[src/core/flrs_pkg.sv]
// constants and types shared by the fan lock/restart/soft-start controller
package flrs_pkg;
    // clock rate
    localparam int unsigned CLK_KHZ        = 25000;
    localparam int unsigned CLK_MHZ        = CLK_KHZ / 1000;
    // lock shutdown interval and lock restart interval
    localparam int unsigned OFF_TIME_MS    = 5000;
    localparam int unsigned OFF_CYC        = CLK_KHZ * OFF_TIME_MS;
    localparam int unsigned ON_TIME_MS     = 500;
    localparam int unsigned ON_CYC         = CLK_KHZ * ON_TIME_MS;
    // quick-start window, nominal and worst case
    localparam int unsigned QS_TIME_US     = 66500;
    localparam int unsigned QS_CYC         = CLK_MHZ * QS_TIME_US;
    localparam int unsigned QS_MAX_MS      = 90;
    localparam int unsigned QS_MAX_CYC     = CLK_KHZ * QS_MAX_MS;
    // start-up limit and stall time that declares a locked rotor
    localparam int unsigned START_MS       = 250;
    localparam int unsigned START_CYC      = CLK_KHZ * START_MS;
    localparam int unsigned LOCK_DET_MS    = 500;
    localparam int unsigned LOCK_DET_CYC   = CLK_KHZ * LOCK_DET_MS;
    // low-supply conduction stretch and high-supply start-up chop rate
    localparam int unsigned STRETCH_US     = 20;
    localparam int unsigned STRETCH_CYC    = CLK_MHZ * STRETCH_US;
    localparam int unsigned START_KHZ      = 25;
    localparam int unsigned START_HALF_CYC = CLK_KHZ / (2 * START_KHZ);
    // widths
    localparam int unsigned CNT_W          = 32;
    localparam int unsigned PIN_W          = 3;

    typedef enum logic [1:0] {
        ST_RUN      = 2'h0,
        ST_LOCK_OFF = 2'h1,
        ST_RESTART  = 2'h3,
        ST_STANDBY  = 2'h2
    } flrs_state_t;

    localparam flrs_state_t RST_STATE = ST_RUN;

    // pin inputs from outside the clock domain
    typedef struct packed {
        logic pwm;
        logic hallPos;
        logic supplyHigh;
    } flrs_pins_t;

    // bridge drive: levels of both outputs and the common drive enable
    typedef struct packed {
        logic outA;
        logic outB;
        logic driveEn;
    } flrs_bridge_t;

    localparam flrs_bridge_t RST_BRIDGE = '{outA: 1'b0, outB: 1'b0, driveEn: 1'b0};
endpackage

[src/core/flrs_fan_ctrl.sv]
// fan driver control: commutation, lock protection, standby, soft start
`timescale 1ns/1ns

// Behaviour
// - internal counter times shutdown and restart
// - locked rotor: outputs off five seconds
// - restart: A high, B low, half second
// - repeat cycle until rotation seen again
// - pwm low past window enters standby
// - standby: bridge and tach released
// - no lock detect in standby; immediate start
// - start-up duty at least half, 250 ms
// - high supply: 50% at 25 kHz
// - low supply: 20 us conduction per rise
// - fast low-duty pwm gives half duty
// - higher pwm duty passes unchanged
// - 50 kHz pwm gives full conduction
// - slow low-duty pwm may stay low
// - restart pulses use limited start-up drive
// - standby window never above 90 ms
module flrs_fan_ctrl #(
    parameter int unsigned OFF_CYC      = flrs_pkg::OFF_CYC,
    parameter int unsigned ON_CYC       = flrs_pkg::ON_CYC,
    parameter int unsigned QS_CYC       = flrs_pkg::QS_CYC,
    parameter int unsigned START_CYC    = flrs_pkg::START_CYC,
    parameter int unsigned LOCK_DET_CYC = flrs_pkg::LOCK_DET_CYC
) (
    // clock and reset
    input  logic clk,
    input  logic resetn,
    // host side
    input  logic pwmIn,
    output logic tachOutput,
    output logic tachOutputEn,
    // hall comparator and supply monitor
    input  logic hallPos,
    input  logic supplyHigh,
    output logic hallAmpEn,
    // motor bridge
    output logic bridgeOutA,
    output logic bridgeOutB,
    output logic bridgeOutEn
);
    flrs_pkg::flrs_pins_t       pinsSync;
    logic [flrs_pkg::PIN_W-1:0] pinsVec;
    logic                       pwmLast;
    logic                       hallLast;
    logic                       pwmRise;
    logic                       rotation;
    logic                       bootReg;
    logic                       startReq;
    logic                       startActive;
    logic                       startGate;
    logic                       gate;
    logic                       standbyHit;
    logic [flrs_pkg::CNT_W-1:0] lowCntReg;
    logic [flrs_pkg::CNT_W-1:0] timerReg;
    logic [flrs_pkg::CNT_W-1:0] stallReg;
    flrs_pkg::flrs_state_t      stateReg;
    flrs_pkg::flrs_state_t      stateNext;
    flrs_pkg::flrs_bridge_t     bridgeReg;
    flrs_pkg::flrs_bridge_t     bridgeNext;
    logic                       tachEnReg;
    logic                       tachEnNext;
    logic                       hallAmpReg;

    // pins into the clock domain
    flrs_sync u_sync (
        .clk     (clk),
        .resetn  (resetn),
        .pinRaw  ({pwmIn, hallPos, supplyHigh}),
        .pinSync (pinsVec)
    );
    assign pinsSync = flrs_pkg::flrs_pins_t'(pinsVec);

    // edge history of pwm and hall
    always_ff @(posedge clk or negedge resetn) begin
        if (!resetn) begin
            pwmLast  <= 1'b0;
            hallLast <= 1'b0;
        end else begin
            pwmLast  <= pinsSync.pwm;
            hallLast <= pinsSync.hallPos;
        end
    end
    assign pwmRise  = pinsSync.pwm && !pwmLast;
    // hall amplifier is off in standby, so no rotation is seen there
    assign rotation = (pinsSync.hallPos != hallLast) && (stateReg != flrs_pkg::ST_STANDBY);

    // pwm low-time counter, saturates at the quick-start window
    always_ff @(posedge clk or negedge resetn) begin
        if (!resetn) begin
            lowCntReg <= '0;
        end else if (pinsSync.pwm) begin
            lowCntReg <= '0;
        end else if (lowCntReg != QS_CYC - 1) begin
            lowCntReg <= lowCntReg + 32'h1;
        end
    end
    assign standbyHit = !pinsSync.pwm && lowCntReg == QS_CYC - 1;

    // time spent in the present state
    always_ff @(posedge clk or negedge resetn) begin
        if (!resetn) begin
            timerReg <= '0;
        end else if (stateNext != stateReg) begin
            timerReg <= '0;
        end else begin
            timerReg <= timerReg + 32'h1;
        end
    end

    // time since the last hall change while running
    always_ff @(posedge clk or negedge resetn) begin
        if (!resetn) begin
            stallReg <= '0;
        end else if (rotation || stateReg != flrs_pkg::ST_RUN) begin
            stallReg <= '0;
        end else if (stallReg != LOCK_DET_CYC - 1) begin
            stallReg <= stallReg + 32'h1;
        end
    end

    // mode sequencing
    always_comb begin
        stateNext = stateReg;
        case (stateReg)
            flrs_pkg::ST_RUN: begin
                if (standbyHit) begin
                    stateNext = flrs_pkg::ST_STANDBY;
                end else if (stallReg == LOCK_DET_CYC - 1) begin
                    stateNext = flrs_pkg::ST_LOCK_OFF;
                end
            end
            flrs_pkg::ST_LOCK_OFF: begin
                if (standbyHit) begin
                    stateNext = flrs_pkg::ST_STANDBY;
                end else if (rotation) begin
                    stateNext = flrs_pkg::ST_RUN;
                end else if (timerReg == OFF_CYC - 1) begin
                    stateNext = flrs_pkg::ST_RESTART;
                end
            end
            flrs_pkg::ST_RESTART: begin
                if (standbyHit) begin
                    stateNext = flrs_pkg::ST_STANDBY;
                end else if (rotation) begin
                    stateNext = flrs_pkg::ST_RUN;
                end else if (timerReg == ON_CYC - 1) begin
                    stateNext = flrs_pkg::ST_LOCK_OFF;
                end
            end
            flrs_pkg::ST_STANDBY: begin
                if (pinsSync.pwm) begin
                    stateNext = flrs_pkg::ST_RUN;
                end
            end
            default: begin
                stateNext = flrs_pkg::RST_STATE;
            end
        endcase
    end

    always_ff @(posedge clk or negedge resetn) begin
        if (!resetn) begin
            stateReg <= flrs_pkg::RST_STATE;
        end else begin
            stateReg <= stateNext;
        end
    end

    // start from a stopped motor: after reset, standby exit, each restart
    always_ff @(posedge clk or negedge resetn) begin
        if (!resetn) begin
            bootReg <= 1'b1;
        end else begin
            bootReg <= 1'b0;
        end
    end
    assign startReq = bootReg
        || (stateReg == flrs_pkg::ST_STANDBY && stateNext == flrs_pkg::ST_RUN)
        || (stateReg != flrs_pkg::ST_RESTART && stateNext == flrs_pkg::ST_RESTART);

    flrs_startup #(
        .START_CYC (START_CYC)
    ) u_startup (
        .clk        (clk),
        .resetn     (resetn),
        .startReq   (startReq),
        .rotation   (rotation),
        .supplyHigh (pinsSync.supplyHigh),
        .pwmLevel   (pinsSync.pwm),
        .pwmRise    (pwmRise),
        .active     (startActive),
        .driveGate  (startGate)
    );
    assign gate = startActive ? startGate : pinsSync.pwm;

    // output decode per mode
    always_comb begin
        bridgeNext = flrs_pkg::RST_BRIDGE;
        tachEnNext = pinsSync.hallPos;
        case (stateReg)
            flrs_pkg::ST_RUN: begin
                bridgeNext.driveEn = 1'b1;
                bridgeNext.outA    = gate && pinsSync.hallPos;
                bridgeNext.outB    = gate && !pinsSync.hallPos;
            end
            flrs_pkg::ST_LOCK_OFF: begin
                bridgeNext.driveEn = 1'b1;
            end
            flrs_pkg::ST_RESTART: begin
                bridgeNext.driveEn = 1'b1;
                bridgeNext.outA    = startActive ? startGate : 1'b1;
            end
            flrs_pkg::ST_STANDBY: begin
                tachEnNext = 1'b0;
            end
            default: begin
                tachEnNext = 1'b0;
            end
        endcase
    end

    // registered pin drive
    always_ff @(posedge clk or negedge resetn) begin
        if (!resetn) begin
            bridgeReg  <= flrs_pkg::RST_BRIDGE;
            tachEnReg  <= 1'b0;
            hallAmpReg <= 1'b0;
        end else begin
            bridgeReg  <= bridgeNext;
            tachEnReg  <= tachEnNext;
            hallAmpReg <= stateNext != flrs_pkg::ST_STANDBY;
        end
    end

    assign bridgeOutA   = bridgeReg.outA;
    assign bridgeOutB   = bridgeReg.outB;
    assign bridgeOutEn  = bridgeReg.driveEn;
    assign tachOutput   = 1'b0; // open drain: only ever pulls low
    assign tachOutputEn = tachEnReg;
    assign hallAmpEn    = hallAmpReg;
endmodule // flrs_fan_ctrl

[src/core/flrs_startup.sv]
// start-up duty limiter: 50% chop at high supply, 20 us stretch at low supply
`timescale 1ns/1ns
module flrs_startup #(
    parameter int unsigned START_CYC = flrs_pkg::START_CYC
) (
    // clock and reset
    input  logic clk,
    input  logic resetn,
    // control
    input  logic startReq,
    input  logic rotation,
    input  logic supplyHigh,
    input  logic pwmLevel,
    input  logic pwmRise,
    // result
    output logic active,
    output logic driveGate
);
    logic [flrs_pkg::CNT_W-1:0] timeReg;
    logic [flrs_pkg::CNT_W-1:0] phaseReg;
    logic [flrs_pkg::CNT_W-1:0] stretchReg;
    logic                       activeReg;

    assign active = activeReg;

    // window opens on start, closes on rotation or at the limit
    always_ff @(posedge clk or negedge resetn) begin
        if (!resetn) begin
            activeReg <= 1'b0;
            timeReg   <= '0;
        end else if (startReq) begin
            activeReg <= 1'b1;
            timeReg   <= '0;
        end else if (activeReg) begin
            timeReg <= timeReg + 32'h1;
            if (rotation || timeReg == START_CYC - 1) begin
                activeReg <= 1'b0;
            end
        end
    end

    // 25 kHz chop phase
    always_ff @(posedge clk or negedge resetn) begin
        if (!resetn) begin
            phaseReg <= '0;
        end else if (startReq || phaseReg == 2 * flrs_pkg::START_HALF_CYC - 1) begin
            phaseReg <= '0;
        end else begin
            phaseReg <= phaseReg + 32'h1;
        end
    end

    // conduction stretch after each pwm rising edge
    always_ff @(posedge clk or negedge resetn) begin
        if (!resetn) begin
            stretchReg <= '0;
        end else if (pwmRise) begin
            stretchReg <= flrs_pkg::STRETCH_CYC;
        end else if (stretchReg != '0) begin
            stretchReg <= stretchReg - 32'h1;
        end
    end

    // gate: fixed 50% chop, or stretch then pwm level
    always_comb begin
        if (supplyHigh) begin
            driveGate = phaseReg < flrs_pkg::START_HALF_CYC;
        end else begin
            driveGate = (stretchReg != '0) || pwmLevel;
        end
    end
endmodule // flrs_startup

[src/core/flrs_sync.sv]
// three-stage pin synchroniser with agreement filter
`timescale 1ns/1ns
module flrs_sync (
    // clock and reset
    input  logic                            clk,
    input  logic                            resetn,
    // raw pins and filtered levels
    input  logic [flrs_pkg::PIN_W-1:0]      pinRaw,
    output logic [flrs_pkg::PIN_W-1:0]      pinSync
);
    logic [flrs_pkg::PIN_W-1:0] s1Reg;
    logic [flrs_pkg::PIN_W-1:0] s2Reg;
    logic [flrs_pkg::PIN_W-1:0] s3Reg;

    // per pin: three flops, change accepted once stages two and three agree
    for (genvar i = 0; i < flrs_pkg::PIN_W; i++) begin : g_pin
        always_ff @(posedge clk or negedge resetn) begin
            if (!resetn) begin
                s1Reg[i]   <= 1'b0;
                s2Reg[i]   <= 1'b0;
                s3Reg[i]   <= 1'b0;
                pinSync[i] <= 1'b0;
            end else begin
                s1Reg[i] <= pinRaw[i];
                s2Reg[i] <= s1Reg[i];
                s3Reg[i] <= s2Reg[i];
                if (s2Reg[i] == s3Reg[i]) begin
                    pinSync[i] <= s3Reg[i];
                end
            end
        end
    end
endmodule // flrs_sync

[config.mk]
export PLATFORM = sky130hd
export DESIGN_NAME = flrs_fan_ctrl
export DESIGN_NICKNAME = d
export VERILOG_FILES = /design/src/core/flrs_pkg.sv /design/src/core/flrs_fan_ctrl.sv /design/src/core/flrs_startup.sv /design/src/core/flrs_sync.sv
export SDC_FILE = /design/constraint.sdc
export NUM_CORES = 1
export LEC_CHECK = 0
export BUFFER_PORTS_ARGS = -buffer_cell sky130_fd_sc_hd__buf_2
export CORE_UTILIZATION = 30
export CTS_CLUSTER_SIZE = 14
export DETAILED_ROUTE_END_ITERATION = 6
export PLACE_DENSITY = 0.42
export SETUP_SLACK_MARGIN = 0.2
export SLEW_MARGIN = 15
export SYNTH_ARGS = -nofsm -noshare
export SYNTH_HDL_FRONTEND = slang
export SYNTH_SLANG_ARGS = --single-unit
export TNS_END_PERCENT = 1
[constraint.sdc]
create_clock -name clk -period 2.9 [get_ports clk]
set_input_delay 0.58 -clock clk [delete_from_list [all_inputs] [get_ports clk]]
set_output_delay 0.58 -clock clk [all_outputs]
set_load 0.01 [all_outputs]
==> results of run 1 <==
==> cells by family after synthesis <==
group,after synthesis
flops,215
fa+ha+maj,14
buf+inv,65
compound gates,63
xor+xnor,169
mux,3
other cells,1
simple gates,604
==> Yosys cell counts (all sizes together) (2+ instances only) <==
master and n:
and2 6, ha 11, or4 7, a21oi 19
mux2i 3, nand3b 4, o21bai 3, clkbuf 18
buf 26, xnor2 78, nand2 82, and3 38
nor4b 11, nor4 65, o21a 3, nand4 33
nand3 79, dfrtp 214, nor2b 4, a311oi 2
o311ai 3, nand2b 8, inv 21, or3 29
nor3b 2, or4b 3, a21boi 2, xor2 91
and4 9, or2 3, o21ai 24, nor2 137
nor4bb 4, maj3 3, nor3 78
==> how the worst min path moves through the flow <==
stage / slack, ns / end
after detailed placement: 0.34 / u_sync.s2Reg[1]
final: 0.13 / u_sync.s1Reg[1]
after CTS: 0.10 / u_sync.s1Reg[1]
after global routing: 0.11 / u_sync.s1Reg[0]
after floorplan: 0.28 / bridgeOutA
after global placement: 0.33 / u_sync.s2Reg[1]
==> critical path, cell delays in order (launching register included) <==
cell and delay [ns]:
dfrtp_1 0.38, or4b_4 0.54, or4_4 0.59, nor2_4 0.15, a221oi_4 0.08, o21a_1 0.23
nor4b_4 0.36, buf_12 0.21, clkbuf_16 0.17, nor4_2 0.05
==> state kept, by name, summed over array words and instances (netlist names), 2 cells and up <==
name / count
stallReg: 32
u_startup.stretchReg: 32
u_sync.s1Reg: 3
timerReg: 32
u_sync.s2Reg: 3
u_startup.timeReg: 32
lowCntReg: 32
u_sync.pinSync: 3
u_startup.phaseReg: 32
u_sync.s3Reg: 3
stateReg: 2
==> layout by cell type (no fill, tap or decap), types with 11 or more instances in the layout <==
master,instances
inv_1,21
ha_1,11
xnor2_1,78
nor4_2,34
xor2_1,90
nor2_1,131
nand4_1,33
nor3_2,33
or3_1,26
buf_4,49
o21ai_0,19
nand2_1,80
dfrtp_1,214
nand3_1,77
and3_1,38
clkbuf_16,31
nor4_1,28
a21oi_1,15
nor3_1,40
==> layout make-up <==
| cell class | instances | share of cell area [%] |
|---|---|---|
| clock buffers | 37 | 5.241 |
| flip-flops and latches | 215 | 39.06 |
| multi-input cells | 855 | 43.21 |
| repair buffers | 82 | 6.458 |
| well taps | 468 | 4.251 |
| inverters | 21 | 0.5722 |
| clock inverters | 11 | 1.208 |
==> layer usage <==
layer | up-vias | track usage [%] | part of all wire, %
met3 | 34 | 2.325 | 2.6
met4 | 0 | 3.237 | 2.0
li1 | 4128 | - | -
met1 | 4191 | 19.46 | 50
met5 | - | 0 | 0
met2 | 91 | 22.46 | 45
==> power breakdown <==
group	total (W)	switching, W	internal, W	leakage (nW)
clock network	0.00339	0.00131	0.00209	0.438
logic	0.000437	0.000274	0.000163	2.15
registers	0.00316	0.0000770	0.00309	2.89
total	0.00699	0.00166	0.00534	5.48
==> per-stage QoR <==
step	TNS [ns]	std cells	hold slack (ns)	setup WS (ns)	total power (W)
after global routing	-7.280	1689	0.1055	-0.1212	0.007290
after floorplan	0	1135	0.2844	0.1903	0.003436
after CTS	-0.01136	1681	0.1044	-0.01136	0.007141
after global placement	0	1626	0.3322	0.001577	0.003636
after detailed placement	-0.2721	1626	0.3372	-0.03037	0.003637
final	-0.1394	1689	0.1347	-0.01743	0.006995
==> repair_timing <==
item | 4_1_cts | 5_1_grt
cloned | 1 | 6
hold buffers | 1 | 0
buffers inserted | 5 | 2
setup endpoints to repair | 108 | 119
pin swaps | 60 | 46
hold endpoints to repair | 50 | 0
gates resized for setup | 57 | 46
==> impl_metrics.toml, run 1 <==
[yosys]
synth_compound_area_share_pct = 3.850
async_flop_share_pct = 100.0
yosysSeqAreaShare_pct = 48.27
synth_edf_count = 0
syn_area_um2 = 11150
synth.mux.area_fraction_pct = 0.2694
syn_inst = 1134
synthXorXnorAreaFrac_pct = 13.28
synth_top_area_share_pct = 48.04
synthSimpleGateAreaFrac_pct = 29.75
yosys-top-cells-area = "dfrtp_1 48%, xor2_1 7.1%, xnor2_1 6.1%"
synth-adder-area-share_pct = 1.504
synth_warnings = 0
yosysTopAreaCell = "dfrtp_1"
ys_ff_latch = 215
ys_types = 60
syn_area_per_cell_um2 = 9.831
synth_top_family_by_area = "simple AND/OR/NAND/NOR gates"
synth_top_flop_cell = "dfrtp_1"

[outcome]
violations = "setup timing"
status = "finished with violations"

[die]
start_util_pct = 30.45
die_w_um = 194.8
die_h_um = 194.8
core_um2 = 36610
die-area_um2 = 37940
io_pins = 11
rows = 70

[clocking]
cts_root_buffer = "clkbuf_16"
cts_tree = "done"
cts_htree_levels = 1
clk_pin_slew_ns = 0.06
clk-insertion-delay-late_ns = 0.55
cts_buffer_depth = 3
numClockSinks = 215
cts_buffers = 26

[cells_and_area]
nNetsFinal = 1217
ff_latch_area_um2 = 5381
diodes = 0
post-route-util_pct = 37.63
fin_area_um2 = 13780
fillCellCount = 3682
drive_gt1_share_pct = 19.66
multi_input_area_um2 = 5952
syn2layout_area_growth_pct = 23.57

[hold_path]
min_from = "hallPos"
hold_path.class = "in2reg"
hold_depth = 1

[critical_path]
arrival_ns = 3.31
required_ns = 3.29
endpoint = "u_startup.timeReg[3]"
reg2reg_depth = 9
reg2reg_from = "timerReg[10]"
worstSetupEndpointType = "register"
crit_path_start = "timerReg[10]"
reg2reg_to = "u_startup.timeReg[3]"
crit_path_start_kind = "register"
path_class = "reg2reg"
r2r_slack_ns = -0.02
crit_fanout = 8

[global_route]
grt_pass1_vias = 8558
track_usage_pct = 13.93
antenna_found_initial = 0
grt_max_degree = 65
grt_overflow = 0
grt_pass1_wl_um = 44130

[timing]
fin_ws_ns = -0.01743
finalSetupViolations = 16
timing.final.max_slew_violations = 0
fin_worst_skew_ns = 0.02045
relSlewSlack_pct = 54.11
min_period_over_period_pct = 100.6
finalHoldViolCount = 0
max_slew.worst_pin.slew_ns = 0.6883
fmax_mhz = 342.8
min_period_ns = 2.917
rsz0062_at_grt = "true"

[placement]
gp_routability_congestion = 0.7448
hpwl_um = 16430
postPlaceCellArea_um2 = 12100
port_buffers = 9

[route]
drtPass1Iterations = 5
drt_wl_total_um = 26220
viasPerCell = 4.999
initialDrtViolationCount = 424
drc = 0
routedWlPerCell_um = 15.52
drtAntennaViolNets = 0
vias = 8444

[run]
cap_violations = 0

[pwr]
power_per_cell_area_nw_per_um2 = 507.8
cellLeakagePower_nw = 5.481
vdd_drop_max_mv = 0.4468
Power figures use the tool's default switching activity.
==> inputs of run 2 (changes only) <==
- CTS_BUF_LIST: default -> sky130_fd_sc_hd__clkbuf_8
- MAX_ROUTING_LAYER: default -> met4
==> run 2 against run 1 <==
Compared with the run above:
- the run still ends with setup timing left
- via count is 0.56% higher
- first-iteration DRC count is 9.4% higher
- clock skew is 0.0044 ns higher
- combinational power is 1% lower
- global-route usage is 0.55 points higher
- core utilization is 0.46 points lower
- largest power group is now sequential cells
==> impl_metrics.toml, run 2 (same netlist as run 1, synthesis figures left out) <==
[outcome]
status = "finished with violations"
violations = "setup timing"

[global_route]
grt_pass1_vias = 8610
track_usage_pct = 14.48
antenna_found_initial = 0
grt_pass1_wl_um = 44400
grt_max_degree = 65
grt_overflow = 0

[route]
initialDrtViolationCount = 464
drtAntennaViolNets = 0
routedWlPerCell_um = 15.30
drt_wl_total_um = 26160
drc = 0
drtPass1Iterations = 4
viasPerCell = 4.965
vias = 8491

[cells_and_area]
final_cell_mix = "214 x dfrtp_1, 134 x nor2_1, 90 x xor2_1, 82 x nand2_1, 78 x xnor2_1"
multi_input_area_um2 = 5924
diodes = 0
nNetsFinal = 1227
finalNonFillerCells = 1710
layout_commonest_cell = "dfrtp_1"
fin_area_um2 = 13610
drive_gt1_share_pct = 19.40
syn2layout_area_growth_pct = 22.07
fillCellCount = 3725
ff_latch_area_um2 = 5381

[hold_path]
hold_path.class = "in2reg"

[die]
core_um2 = 36610
die-area_um2 = 37940
rows = 70
start_util_pct = 30.45
io_pins = 11
die_h_um = 194.8
die_w_um = 194.8

[critical_path]
crit_fanout = 8
arrival_ns = 3.31
worstSetupEndpointType = "register"
crit_path_start_kind = "register"
path_class = "reg2reg"
required_ns = 3.30

[pwr]
cellLeakagePower_nw = 5.534
vdd_drop_max_mv = 0.3080
power_per_cell_area_nw_per_um2 = 495.9

[timing]
fin_worst_skew_ns = 0.02488
finalHoldViolCount = 0
fin_ws_ns = -0.01027
hold_slack_ns = 0.1298
timing.final.max_slew_violations = 0
finalSetupViolations = 10
max_slew.worst_pin.slew_ns = 0.6938
tns_ns = -0.06408
fmax_mhz = 343.6
rsz0062_at_grt = "true"
relSlewSlack_pct = 53.75
min_period_ns = 2.910
min_period_over_period_pct = 100.4

[clocking]
cts_tree = "done"
cts_buffer_depth = 3
numClockSinks = 215
clk_pin_slew_ns = 0.07
clk-insertion-delay-late_ns = 0.56
cts_htree_levels = 2
cts_buffers = 41
cts_root_buffer = "clkbuf_8"

[run]
cap_violations = 0

[placement]
gp_routability_congestion = 0.7542
port_buffers = 9
hpwl_um = 16430
post-place-cells = 1626
postPlaceCellArea_um2 = 12100
## run 2: cell count changes in the layout (fill, tap and decap cells not counted), moves of 3 or more
cell / delta
nor3_4: +13
clkbuf_16: -26
clkbuf_1: -8
nor2_2: -3
nor4_1: +3
nor3_1: +6
inv_1: +13
nor2_1: +3
clkbuf_8: +50
nor3_2: -19
nor4_4: -3
## run 2: layout make-up
class	instances	share of cell area (%)
multi-input cells	855	43.54
flip-flops and latches	215	39.55
repair buffers	77	5.636
clock buffers	53	5.360
well taps	468	4.303
clock inverters	21	1.039
inverters	21	0.5793
## run 2: critical path: stages (launching register included)
cell       delay, ns
dfrtp_1         0.37
or4b_1          0.52
or4_4           0.59
nor2_4          0.12
a221oi_4        0.08
o21a_1          0.23
nor4b_4         0.27
buf_4           0.18
buf_12          0.16
clkbuf_16       0.17
nor4_2          0.05
## run 2: stage by stage
| step | util [%] | total power, W | worst slack, ns |
|---|---|---|---|
| 6_report | 37.17 | 0.006749 | -0.01027 |
| 3_5_place_dp | 33.06 | 0.003637 | -0.03037 |
| 5_1_grt | 37.17 | 0.007108 | -0.09481 |
| 2_1_floorplan | - | 0.003436 | 0.1903 |
| 4_1_cts | 35.73 | 0.006919 | 0.03255 |
| 3_3_place_gp | 33.06 | 0.003636 | 0.001577 |
## run 2: metal layers
| layer | global-route usage (%) | part of all wire (%) | vias to the layer above |
|---|---|---|---|
| met5 | - | 0 | - |
| li1 | - | - | 4155 |
| met3 | 2.759 | 3.6 | 40 |
| met1 | 19.44 | 50 | 4192 |
| met4 | 4.374 | 1.7 | 0 |
| met2 | 22.08 | 45 | 104 |
## run 2: final timing paths
kind	depth (start not counted)	slack, ns	start	end
worst max-delay path	10	-0.01	timerReg[15]	u_startup.timeReg[24]
worst min-delay path	1	0.13	hallPos	u_sync.s1Reg[1]
worst max register to register	10	-0.01	timerReg[15]	u_startup.timeReg[24]
worst min register to register	0	0.35	u_sync.s1Reg[1]	u_sync.s2Reg[1]
max in group asynchronous	3	1.51	resetn	bootReg
min in group asynchronous	2	0.55	resetn	lowCntReg[31]
## run 2: power by group
part / total [W] / switching [W] / leakage (nW) / internal, W
logic: 0.000432 / 0.000272 / 2.14 / 0.000160
clock network: 0.00315 / 0.00134 / 0.498 / 0.00181
registers: 0.00316 / 0.0000769 / 2.89 / 0.00309
## run 2: timing repair
| action | CTS | global route |
|---|---|---|
| setup buffers | 3 | 2 |
| hold buffers | 1 | 0 |
| pin swaps | 3 | 49 |
| endpoints found under the setup margin | 111 | 109 |
| cloned | 0 | 4 |
| hold endpoints to repair | 50 | 0 |
| resized for setup | 14 | 76 |
